## src/drive_admin_pkg.sv

```systemverilog
// Constants for the drive administrative command handler.
// Assumes a 20 MHz ref_clk and an Avalon-MM master on the register bus.
// What this block does
// Query in standby: sector count 00h, interrupt
// Query while idle: sector count FFh, interrupt
// Opcode 92h streams new firmware words
// Overlay feature selects restore/freeze/identify/set
// Reserved overlay feature values abort
// Restore returns native capabilities and capacity
// After freeze, all overlay subcommands abort
// Freeze survives reset, cleared by power loss
// Identify returns 512 bytes by PIO in
// Identify reflects reduced capabilities after set
// Set overlay modifies selected capability words
// Cleared capability bit disables that feature
// Overlay bits absent natively are ignored
// Lowered max address changes native max report
// Word 1: multiword DMA bits 2-0
// Word 2: Ultra DMA bits 6-0
// Word 7: command set permission bits
// Word 8: serial link feature permissions
// Revision, max address, vendor area layout
// Word 255 signature plus zero-sum checksum
// Opcode 90h runs diagnostics into error
// Diagnostic codes 01h through 05h
// Multi-word values least significant word first
// Reserved bits and words read zero
package drive_admin_pkg;
  localparam logic [7:0] OPC_POWER_QUERY = 8'he5;
  localparam logic [7:0] OPC_UCODE = 8'h92;
  localparam logic [7:0] OPC_OVERLAY = 8'hb1;
  localparam logic [7:0] OPC_DIAG = 8'h90;
  localparam logic [7:0] FEAT_RESTORE = 8'hc0;
  localparam logic [7:0] FEAT_FREEZE = 8'hc1;
  localparam logic [7:0] FEAT_IDENTIFY = 8'hc2;
  localparam logic [7:0] FEAT_SET = 8'hc3;
  localparam logic [7:0] SC_STANDBY = 8'h00;
  localparam logic [7:0] SC_IDLE = 8'hff;
  localparam logic [7:0] ERR_ABORT = 8'h04;
  localparam logic [7:0] DIAG_PASS = 8'h01;
  localparam logic [7:0] DIAG_FORMATTER = 8'h02;
  localparam logic [7:0] DIAG_BUFFER = 8'h03;
  localparam logic [7:0] DIAG_ECC = 8'h04;
  localparam logic [7:0] DIAG_CPU = 8'h05;
  // Register byte addresses
  localparam logic [4:0] ADDR_CMD = 5'h00;
  localparam logic [4:0] ADDR_STATUS = 5'h04;
  localparam logic [4:0] ADDR_SECCNT = 5'h08;
  localparam logic [4:0] ADDR_ERROR = 5'h0c;
  localparam logic [4:0] ADDR_DATA = 5'h10;
  localparam logic [4:0] ADDR_POWER = 5'h14;
  // Status bit positions
  localparam int ST_BUSY = 0;
  localparam int ST_DRQ = 1;
  localparam int ST_ERR = 2;
  localparam int ST_INTRQ = 3;
  // Power mode encodings
  localparam logic [1:0] PM_IDLE = 2'h0;
  localparam logic [1:0] PM_STANDBY = 2'h1;
  localparam logic [1:0] PM_ENTERING = 2'h2;
  localparam logic [1:0] PM_LEAVING = 2'h3;
  // Capability structure layout
  localparam logic [7:0] W_REV = 8'h00;
  localparam logic [7:0] W_MDMA = 8'h01;
  localparam logic [7:0] W_UDMA = 8'h02;
  localparam logic [7:0] W_LBA0 = 8'h03;
  localparam logic [7:0] W_LBA1 = 8'h04;
  localparam logic [7:0] W_LBA2 = 8'h05;
  localparam logic [7:0] W_CMDSET = 8'h07;
  localparam logic [7:0] W_SATA = 8'h08;
  localparam logic [7:0] W_LAST = 8'hff;
  localparam logic [15:0] MASK_MDMA = 16'h0007;
  localparam logic [15:0] MASK_UDMA = 16'h007f;
  localparam logic [15:0] MASK_CMDSET = 16'h3bff;
  localparam logic [15:0] MASK_SATA = 16'h001f;
  // Native capabilities (arbitrary plain values)
  localparam logic [15:0] REVISION = 16'h0001;
  localparam logic [15:0] NATIVE_MDMA = 16'h0007;
  localparam logic [15:0] NATIVE_UDMA = 16'h003f;
  localparam logic [15:0] NATIVE_CMDSET = 16'h3b0f;
  localparam logic [15:0] NATIVE_SATA = 16'h0005;
  localparam logic [47:0] NATIVE_MAX_LBA = 48'h0000_0fff_ffff;
  // Signature value is arbitrary
  localparam logic [7:0] SIGNATURE = 8'ha5;
  // Diagnostic run time
  localparam int CLK_PERIOD_NS = 50;
  localparam int DIAG_TIME_NS = 10000;
  localparam int DIAG_CYCLES =
    (DIAG_TIME_NS + CLK_PERIOD_NS - 1) / CLK_PERIOD_NS;
endpackage

```

## src/drive_admin_command_handler.sv

```systemverilog
// Command execution for power query, firmware download, overlay, diags.
// Assumes an Avalon-MM master, synchronous reset, separate power-on reset.
`timescale 1ns/10ps
module drive_admin_command_handler
  import drive_admin_pkg::*;
(
  input wire logic ref_clk, // 20 MHz clock
  input wire logic reset, // Synchronous reset, active high
  input wire logic por, // Power-on reset, active high
  input wire logic [4:0] address, // Avalon byte address
  input wire logic read, // Avalon read
  input wire logic write, // Avalon write
  input wire logic [31:0] writedata, // Avalon write data
  output logic [31:0] readdata, // Avalon read data
  output logic waitrequest, // Avalon wait
  input wire logic [3:0] diag_fault, // Self-test faults: fmt,buf,ecc,cpu
  output logic intrq, // Device interrupt pending
  output logic [15:0] ucode_word, // Firmware word
  output logic ucode_valid, // Firmware word strobe
  output logic [2:0] eff_mdma, // Allowed multiword DMA modes
  output logic [6:0] eff_udma, // Allowed Ultra DMA modes
  output logic [15:0] eff_cmdset, // Allowed command sets
  output logic [15:0] eff_sata, // Allowed serial features
  output logic [47:0] native_max_lba, // Reported native max address
  output logic overlay_frozen // Freeze lock in force
);
  typedef enum logic [2:0] {
    S_IDLE, S_EXEC, S_PIO_IN, S_PIO_OUT, S_DIAG
  } state_e;

  state_e state_q;
  logic ack_q;
  logic [31:0] readdata_q;
  logic [7:0] opc_q, feat_q, cnt_q;
  logic [7:0] seccnt_q, error_q;
  logic err_q, intr_q;
  logic [1:0] pmode_q;
  logic freeze_q;
  logic [7:0] idx_q, sum_q;
  logic [16:0] left_q;
  logic [8:0] diag_cnt_q;
  logic [15:0] ov_mdma_q, ov_udma_q, ov_cmd_q, ov_sata_q;
  logic [47:0] ov_lba_q;
  logic [15:0] e_mdma_q, e_udma_q, e_cmd_q, e_sata_q;
  logic [47:0] e_lba_q;
  logic [15:0] ucode_q;
  logic ucode_v_q;

  function automatic logic hit(input logic [4:0] a, input logic [4:0] r);
    hit = (a == r);
  endfunction

  wire req = read | write;
  wire do_wr = write & ack_q;
  wire do_rd = read & ack_q;
  wire cmd_go = do_wr && hit(address, ADDR_CMD) && state_q == S_IDLE;
  wire data_rd = do_rd && hit(address, ADDR_DATA) && state_q == S_PIO_IN;
  wire data_wr = do_wr && hit(address, ADDR_DATA) && state_q == S_PIO_OUT;
  wire stat_wr = do_wr && hit(address, ADDR_STATUS);
  wire busy = state_q == S_EXEC || state_q == S_DIAG;
  wire drq = state_q == S_PIO_IN || state_q == S_PIO_OUT;
  wire is_overlay = opc_q == OPC_OVERLAY;
  wire is_set = is_overlay && feat_q == FEAT_SET;
  wire [7:0] wr_opc = writedata[7:0];
  wire [7:0] wr_feat = writedata[15:8];
  wire [7:0] wr_cnt = writedata[23:16];
  // subcommand decode
  wire feat_ok = wr_feat >= FEAT_RESTORE && wr_feat <= FEAT_SET;
  // reserved subcommand, R7 frozen overlay
  wire ov_abort = wr_opc == OPC_OVERLAY && (!feat_ok || freeze_q);
  wire known = wr_opc == OPC_POWER_QUERY || wr_opc == OPC_UCODE ||
               wr_opc == OPC_OVERLAY || wr_opc == OPC_DIAG;
  wire go_in = wr_opc == OPC_OVERLAY && wr_feat == FEAT_IDENTIFY;
  wire go_out = wr_opc == OPC_UCODE ||
                (wr_opc == OPC_OVERLAY && wr_feat == FEAT_SET);
  wire [8:0] blocks = (wr_cnt == 8'h00) ? 9'h100 : {1'b0, wr_cnt};
  wire [16:0] ucode_words = {blocks, 8'h00};
  wire [16:0] go_words = (wr_opc == OPC_UCODE) ? ucode_words : 17'h00100;
  wire last_word = left_q == 17'h00001;
  wire diag_done = diag_cnt_q == 9'h000;
  // diagnostic outcome code
  wire [7:0] diag_code = diag_fault[0] ? DIAG_FORMATTER :
                         diag_fault[1] ? DIAG_BUFFER :
                         diag_fault[2] ? DIAG_ECC :
                         diag_fault[3] ? DIAG_CPU : DIAG_PASS;
  // power mode answer
  wire [7:0] pm_answer = (pmode_q == PM_IDLE) ? SC_IDLE : SC_STANDBY;

  // capability word build
  wire [15:0] w_lba = idx_q == W_LBA0 ? e_lba_q[15:0] :
                      idx_q == W_LBA1 ? e_lba_q[31:16] :
                      idx_q == W_LBA2 ? e_lba_q[47:32] : 16'h0000;
  wire [7:0] csum = 8'h00 - sum_q - SIGNATURE;
  wire [15:0] pio_word =
    idx_q == W_REV ? REVISION :
    idx_q == W_MDMA ? (e_mdma_q & MASK_MDMA) :
    idx_q == W_UDMA ? (e_udma_q & MASK_UDMA) :
    idx_q == W_CMDSET ? (e_cmd_q & MASK_CMDSET) :
    idx_q == W_SATA ? (e_sata_q & MASK_SATA) :
    idx_q == W_LAST ? {csum, SIGNATURE} : w_lba;
  wire [7:0] sum_d = sum_q + pio_word[7:0] + pio_word[15:8];

  // overlay applied against native bits
  wire [15:0] ap_mdma = ov_mdma_q & NATIVE_MDMA & MASK_MDMA;
  wire [15:0] ap_udma = ov_udma_q & NATIVE_UDMA & MASK_UDMA;
  wire [15:0] ap_cmd = ov_cmd_q & NATIVE_CMDSET & MASK_CMDSET;
  wire [15:0] ap_sata = ov_sata_q & NATIVE_SATA & MASK_SATA;
  wire [47:0] ap_lba = (ov_lba_q < NATIVE_MAX_LBA) ? ov_lba_q :
                       NATIVE_MAX_LBA;
  wire set_done = state_q == S_PIO_OUT && data_wr && last_word && is_set;
  wire [7:0] out_idx = 8'hff - left_q[7:0] + 8'h01;

  wire [31:0] rd_mux =
    hit(address, ADDR_STATUS) ? {28'h0, intr_q, err_q, drq, busy} :
    hit(address, ADDR_SECCNT) ? {24'h0, seccnt_q} :
    hit(address, ADDR_ERROR) ? {24'h0, error_q} :
    hit(address, ADDR_POWER) ? {30'h0, pmode_q} :
    hit(address, ADDR_DATA) && state_q == S_PIO_IN ? {16'h0, pio_word} :
    32'h0000_0000;

  assign waitrequest = req & ~ack_q;
  assign readdata = readdata_q;
  assign intrq = intr_q;
  assign ucode_word = ucode_q;
  assign ucode_valid = ucode_v_q;
  // cleared capabilities disable the feature
  assign eff_mdma = e_mdma_q[2:0];
  assign eff_udma = e_udma_q[6:0];
  assign eff_cmdset = e_cmd_q;
  assign eff_sata = e_sata_q;
  // native max address follows overlay
  assign native_max_lba = e_lba_q;
  assign overlay_frozen = freeze_q;

  always_ff @(posedge ref_clk) begin
    if (reset) begin
      ack_q <= 1'b0;
      readdata_q <= 32'h0000_0000;
    end else begin
      ack_q <= req & ~ack_q;
      readdata_q <= rd_mux;
    end
  end

  // freeze cleared only by power loss
  always_ff @(posedge ref_clk) begin
    if (por) begin
      freeze_q <= 1'b0;
    end else if (state_q == S_EXEC && is_overlay && feat_q == FEAT_FREEZE
                 && !err_q) begin
      freeze_q <= 1'b1;
    end
  end

  // restore, R11 set, overlay kept across reset, cleared by por
  always_ff @(posedge ref_clk) begin
    if (por) begin
      e_mdma_q <= NATIVE_MDMA;
      e_udma_q <= NATIVE_UDMA;
      e_cmd_q <= NATIVE_CMDSET;
      e_sata_q <= NATIVE_SATA;
      e_lba_q <= NATIVE_MAX_LBA;
    end else if (state_q == S_EXEC && is_overlay &&
                 feat_q == FEAT_RESTORE && !err_q) begin
      e_mdma_q <= NATIVE_MDMA;
      e_udma_q <= NATIVE_UDMA;
      e_cmd_q <= NATIVE_CMDSET;
      e_sata_q <= NATIVE_SATA;
      e_lba_q <= NATIVE_MAX_LBA;
    end else if (set_done) begin
      e_mdma_q <= ap_mdma;
      e_udma_q <= ap_udma;
      e_cmd_q <= ap_cmd;
      e_sata_q <= ap_sata;
      e_lba_q <= ap_lba;
    end
  end

  // capture overlay block words
  always_ff @(posedge ref_clk) begin
    if (reset) begin
      ov_mdma_q <= 16'h0000;
      ov_udma_q <= 16'h0000;
      ov_cmd_q <= 16'h0000;
      ov_sata_q <= 16'h0000;
      ov_lba_q <= 48'h0;
    end else if (data_wr && is_set) begin
      case (out_idx)
        W_MDMA: ov_mdma_q <= writedata[15:0];
        W_UDMA: ov_udma_q <= writedata[15:0];
        W_LBA0: ov_lba_q[15:0] <= writedata[15:0];
        W_LBA1: ov_lba_q[31:16] <= writedata[15:0];
        W_LBA2: ov_lba_q[47:32] <= writedata[15:0];
        W_CMDSET: ov_cmd_q <= writedata[15:0];
        W_SATA: ov_sata_q <= writedata[15:0];
        default: ov_mdma_q <= ov_mdma_q;
      endcase
    end
  end

  // firmware word stream
  always_ff @(posedge ref_clk) begin
    if (reset) begin
      ucode_q <= 16'h0000;
      ucode_v_q <= 1'b0;
    end else begin
      ucode_v_q <= data_wr && opc_q == OPC_UCODE;
      if (data_wr && opc_q == OPC_UCODE) begin
        ucode_q <= writedata[15:0];
      end
    end
  end

  always_ff @(posedge ref_clk) begin
    if (reset) begin
      pmode_q <= PM_IDLE;
    end else if (do_wr && hit(address, ADDR_POWER)) begin
      pmode_q <= writedata[1:0];
    end
  end

  // Interrupt: completion set wins over software clear
  always_ff @(posedge ref_clk) begin
    if (reset) begin
      intr_q <= 1'b0;
    end else if ((state_q == S_EXEC) ||
                 (state_q == S_DIAG && diag_done) ||
                 (drq && last_word && (data_rd || data_wr))) begin
      intr_q <= 1'b1;
    end else if (cmd_go || (stat_wr && writedata[ST_INTRQ])) begin
      intr_q <= 1'b0;
    end
  end

  always_ff @(posedge ref_clk) begin
    if (reset) begin
      state_q <= S_IDLE;
      opc_q <= 8'h00;
      feat_q <= 8'h00;
      cnt_q <= 8'h00;
      seccnt_q <= 8'h00;
      error_q <= 8'h00;
      err_q <= 1'b0;
      idx_q <= 8'h00;
      sum_q <= 8'h00;
      left_q <= 17'h0;
      diag_cnt_q <= 9'h000;
    end else begin
      case (state_q)
        S_IDLE: begin
          if (cmd_go) begin
            opc_q <= wr_opc;
            feat_q <= wr_feat;
            cnt_q <= wr_cnt;
            seccnt_q <= wr_cnt;
            err_q <= ov_abort || !known;
            error_q <= (ov_abort || !known) ? ERR_ABORT : 8'h00;
            idx_q <= 8'h00;
            sum_q <= 8'h00;
            left_q <= go_words;
            diag_cnt_q <= 9'(DIAG_CYCLES - 1);
            if (ov_abort || !known) begin
              state_q <= S_EXEC;
            end else if (wr_opc == OPC_DIAG) begin
              // diagnostics run
              state_q <= S_DIAG;
            end else if (go_in) begin
              // identify data-in
              state_q <= S_PIO_IN;
            end else if (go_out) begin
              state_q <= S_PIO_OUT;
            end else begin
              state_q <= S_EXEC;
            end
          end
        end
        S_EXEC: begin
          // sector count answer
          if (opc_q == OPC_POWER_QUERY && !err_q) begin
            seccnt_q <= pm_answer;
          end
          state_q <= S_IDLE;
        end
        S_PIO_IN: begin
          if (data_rd) begin
            // running byte sum for checksum
            sum_q <= sum_d;
            idx_q <= idx_q + 8'h01;
            left_q <= left_q - 17'h00001;
            if (last_word) begin
              state_q <= S_IDLE;
            end
          end
        end
        S_PIO_OUT: begin
          if (data_wr) begin
            left_q <= left_q - 17'h00001;
            if (last_word) begin
              state_q <= S_IDLE;
            end
          end
        end
        S_DIAG: begin
          diag_cnt_q <= diag_cnt_q - 9'h001;
          if (diag_done) begin
            // outcome into error register
            error_q <= diag_code;
            state_q <= S_IDLE;
          end
        end
        default: state_q <= S_IDLE;
      endcase
    end
  end
endmodule

```

## config.mk

```make
export PLATFORM = sky130hd
export DESIGN_NAME = drive_admin_command_handler
export DESIGN_NICKNAME = d
export VERILOG_FILES = /design/src/drive_admin_pkg.sv /design/src/drive_admin_command_handler.sv
export SDC_FILE = /design/constraint.sdc
export NUM_CORES = 1
export LEC_CHECK = 0
export BUFFER_PORTS_ARGS = -buffer_cell sky130_fd_sc_hd__clkbuf_2
export CORE_ASPECT_RATIO = 1.1
export CORE_UTILIZATION = 35
export DETAILED_ROUTE_END_ITERATION = 12
export PLACE_DENSITY = 0.55
export SYNTH_ARGS = -nofsm -noshare
export SYNTH_HDL_FRONTEND = slang
export SYNTH_SLANG_ARGS = --single-unit
```

## constraint.sdc

```tcl
create_clock -name ref_clk -period 5.3 [get_ports ref_clk]
set_clock_uncertainty 0.2 [all_clocks]
set_input_delay 0.265 -clock ref_clk [delete_from_list [all_inputs] [get_ports ref_clk]]
set_output_delay 0.265 -clock ref_clk [all_outputs]
set_load 0.02 [all_outputs]
```

==> metrics.md <==
| Metric | Value |
|---|---|
| Mean Syn Cell Area | `7.95 um2` |
| Unrepaired setup endpoints after global routing | `no` |
| Height of the die | `195 um` |
| TritonCTS clock tree | `yes` |
| Area leader, netlist | `dfxtp_1` |
| Clk buf depth | `3` |
| # IOs | `188` |
| Worst Reg-to-Reg Cells | `17` |
| Register area share after synthesis | `41.8%` |
| Mux contribution to synthesized area | `1.77%` |
| CTS H-tree depth | `1` |
| Largest family of logic cells by synthesized area | `simple AND/OR/NAND/NOR gates` |
| Required @ worst endpoint | `5500 ps` |
| Synth Area in Compound Gates | `15.8%` |
| Asr flop ratio synth | `0%` |
| Syn Inst Count | `1490` |
| Cell Area, Synth | `11800 um2` |
| RR Endpoint | `sum_q[7]` |
| Ys flop type | `dfxtp_1` |
| Residual DRC count | `0` |
| Cell area after layout | `13900 um2` |
| Post-synthesis xor/xnor area fraction | `1.63%` |
| Starting density of the core | `35.6%` |
| Leak | `5.56 nW` |
| R2R Path Start | `idx_q[0]` |
| Register bit total from synthesis | `247` |
| Die area | `34600 um2` |
| Setup CP Type | `reg2reg` |
| Total Power | `3.88 mW` |
| Initial DRC Count | `824` |
| Worst skew pair latency | `540 ps` |
| Reg2Reg Setup Slack | `450 ps` |
| Final Hold Viols | `0` |
| Synth unique cells | `81` |
| EDFF count, synth | `0` |
| Rows | `70` |
| Top cells by area, synth | `dfxtp_1, nand2_1, a21oi_1` |
| Routed len/inst | `18.2 um` |
| Fin crit period | `4850 ps` |
| Diode count | `0` |
| Nets@finish | `1677` |
| Clock transition at path regs | `60 ps` |
| Core footprint | `33300 um2` |
| Gpl congestion | `0.951` |
| Final setup viols | `0` |
| Worst Max-Slew Pin Slew | `1210 ps` |
| Max Cap Viol | `0` |
| Worst-path cell chain | `inv_1, ha_1, nor4b_2, and2_2, nor3b_1, a211oi_1, nor2_1, fa_1, inv_1, fa_1, nor2b_1, o31a_1, or4_1, nand3_1, xor2_1, xnor2_1, o2bb2ai_1` |
| GRT Resource Usage Total | `21.5%` |
| Horiz. Die Dim | `177 um` |
| Pin count of the biggest net entering global routing | `88` |
| Hold Path Sink | `readdata[1]` |
| Crit path largest cell delay | `610 ps` |
| Crit path DAT | `5050 ps` |
| Clock Tree Root | `clkbuf_16` |
| Post-route ant nets | `0` |
| Total number of vias | `10800` |
| Area after DPL | `12700 um2` |
| Crit Path Max Fanout | `13` |
| Yosys warns | `0` |
| Post-synthesis simple-gate area fraction | `28.7%` |
| Hold Crit Class | `in2reg` |
| Pwr dens | `280 nW/um2` |
| Total CTS buffers | `27` |
| Run status | `finished, final reports clean` |
| DRT Wirelength | `37.4 mm` |
| Drt via density | `5.26` |
| First-pass GRT wire length | `58.2 mm` |
| Worst Path Buf+Inv | `2` |
| Router iterations before antenna repair | `6` |
| Synth Area in Adders | `3.25%` |
| Hold Slack | `16.4 ps` |
| HPWL after DPL | `26.9 mm` |
| Initial antenna violation count | `0` |
| CP max-delay cell | `a211oi_1` |
| Hold path cells | `4` |
| CP Capture Type | `flip-flop` |
| Overflow after GRT | `0` |
| Crit path max-delay family | `simple AND/OR/NAND/NOR gates` |
| Layout cells sized above 1 | `14.1%` |
| Max IR drop VDD | `0.250 mV` |
| Final core utilization | `41.6%` |
| Final cycle utilization of the critical path | `91.5%` |
| FILL cells | `3472` |
| Number of cells after detailed placement | `1978` |
| TNS Setup | `0 ps` |
| Max Clk Rate | `206 MHz` |
| Fin. max-slew vios | `0` |
| Buffers on Ports | `141` |
| Crit path from | `idx_q[0]` |
| Dpl ws | `359 ps` |
| Area Overhead vs Synth | `17.0%` |
| Max-Slew Margin vs Limit | `18.4%` |
| Fin cells | `2056` |
| Hold path start | `address[1]` |
| Final WS setup | `452 ps` |
| Vias in the first global route | `9982` |
| Sink Count | `247` |
| CP Launch Type | `flip-flop` |
| Yosys top cell area share | `41.8%` |
-- sequential cells by signal (all words and copies together) (netlist names), 6 cells and up --
register        flops
eff_cmdset          9
ucode_word         16
diag_cnt_q          9
ov_cmd_q            9
readdata           16
left_q             17
ov_lba_q           48
e_udma_q            6
sum_q               8
native_max_lba     48
seccnt_q            8
feat_q              8
ov_udma_q           6
opc_q               8
idx_q               8
-- cells in the final DEF (no fill, tap or decap), drive strengths merged, types with 12 or more instances in the layout --
| cell type | synthesis | routed |
|---|---|---|
| dlygate4sd3 | 0 | 30 |
| a21oi | 147 | 147 |
| buf | 57 | 15 |
| mux2i | 21 | 21 |
| clkbuf | 79 | 181 |
| o21ai | 66 | 66 |
| xor2 | 12 | 12 |
| nand2 | 262 | 262 |
| nor3 | 33 | 33 |
| and3 | 30 | 30 |
| a22oi | 16 | 16 |
| nor3b | 34 | 34 |
| nor4 | 21 | 21 |
| ha | 18 | 18 |
| a211oi | 21 | 21 |
| or3 | 13 | 13 |
| nand4 | 16 | 16 |
| nand3 | 72 | 72 |
| conb | 1 | 38 |
| inv | 37 | 38 |
| nor2 | 151 | 151 |
| dfxtp | 247 | 247 |
-- cells by family after synthesis --
logic type | count (synthesis)
AND/OR/NAND/NOR | 688
AO/OA/AOI/OAI | 312
flip-flops | 247
buffers and inverters | 173
adder cells (fa/ha/maj) | 26
XOR/XNOR | 22
multiplexers | 21
other | 1
-- synthesized netlist by cell type, drive strengths merged, types with 4 or more instances --
| cell | n |
|---|---|
| nand4 | 16 |
| nor3b | 34 |
| nor2b | 7 |
| nand2b | 7 |
| a22oi | 16 |
| nand3 | 72 |
| nor4b | 4 |
| and2 | 10 |
| inv | 37 |
| o21ai | 66 |
| or3 | 13 |
| buf | 57 |
| clkbuf | 79 |
| a22o | 4 |
| or4 | 7 |
| nor2 | 151 |
| ha | 18 |
| nor4 | 21 |
| fa | 8 |
| o22ai | 5 |
| o211ai | 7 |
| a211oi | 21 |
| or2 | 6 |
| mux2i | 21 |
| xor2 | 12 |
| xnor2 | 10 |
| nand4b | 4 |
| a32o | 5 |
| nand2 | 262 |
| a21oi | 147 |
| dfxtp | 247 |
| nor3 | 33 |
| a221oi | 4 |
| and3 | 30 |
-- worst max-delay path by stage --
stage / endpoint / slack (ps) / cells after the start
6_report: sum_q[7] / 450 / 17
2_1_floorplan: sum_q[7] / 950 / 16
4_1_cts: sum_q[7] / 330 / 19
3_5_place_dp: sum_q[7] / 360 / 19
3_3_place_gp: sum_q[7] / 430 / 19
5_1_grt: sum_q[7] / 110 / 17
-- worst reg2reg max path, delay by kind of cell (launching register included) --
family | cells | cell delay, ps
and+or+nand+nor | 7 | 1760
AOI/OAI and AO/OA | 3 | 1010
adders and majority gates | 3 | 890
DFF | 1 | 360
xor gates and xnor gates | 2 | 290
buffers and inverters | 2 | 200
-- layer usage --
metal,global-route usage (%),wire [um],vias to the layer above
met5,0,0,-
li1,-,-,5332
met4,7.79,1270,0
met1,30.4,17700,5093
met3,2.58,1780,68
met2,33.4,16700,317
-- cell type report --
class | instances | area [um2] | share of cell area (%)
Clock buffer | 41 | 828 | 5.98
Inverter | 37 | 139 | 1.00
Timing Repair Buffer | 185 | 1110 | 8.04
Multi-Input combinational cell | 1107 | 6220 | 44.9
Tap cell | 432 | 541 | 3.90
Clock inverter | 7 | 63.8 | 0.461
Sequential cell | 247 | 4940 | 35.7
-- power by group --
part	internal [mW]	switching, mW	total (mW)
combinational	0.0393	0.107	0.147
clock	1.12	0.756	1.87
sequential	1.86	0.00244	1.86
-- what timing repair did --
action | 4_1_cts | 5_1_grt
buffers inserted | 0 | 0
endpoints found under the setup margin | 0 | 1
hold buffers | 29 | 1
resized for setup | 0 | 2
hold endpoints to repair | 90 | 1
Power figures use the tool's default switching activity.
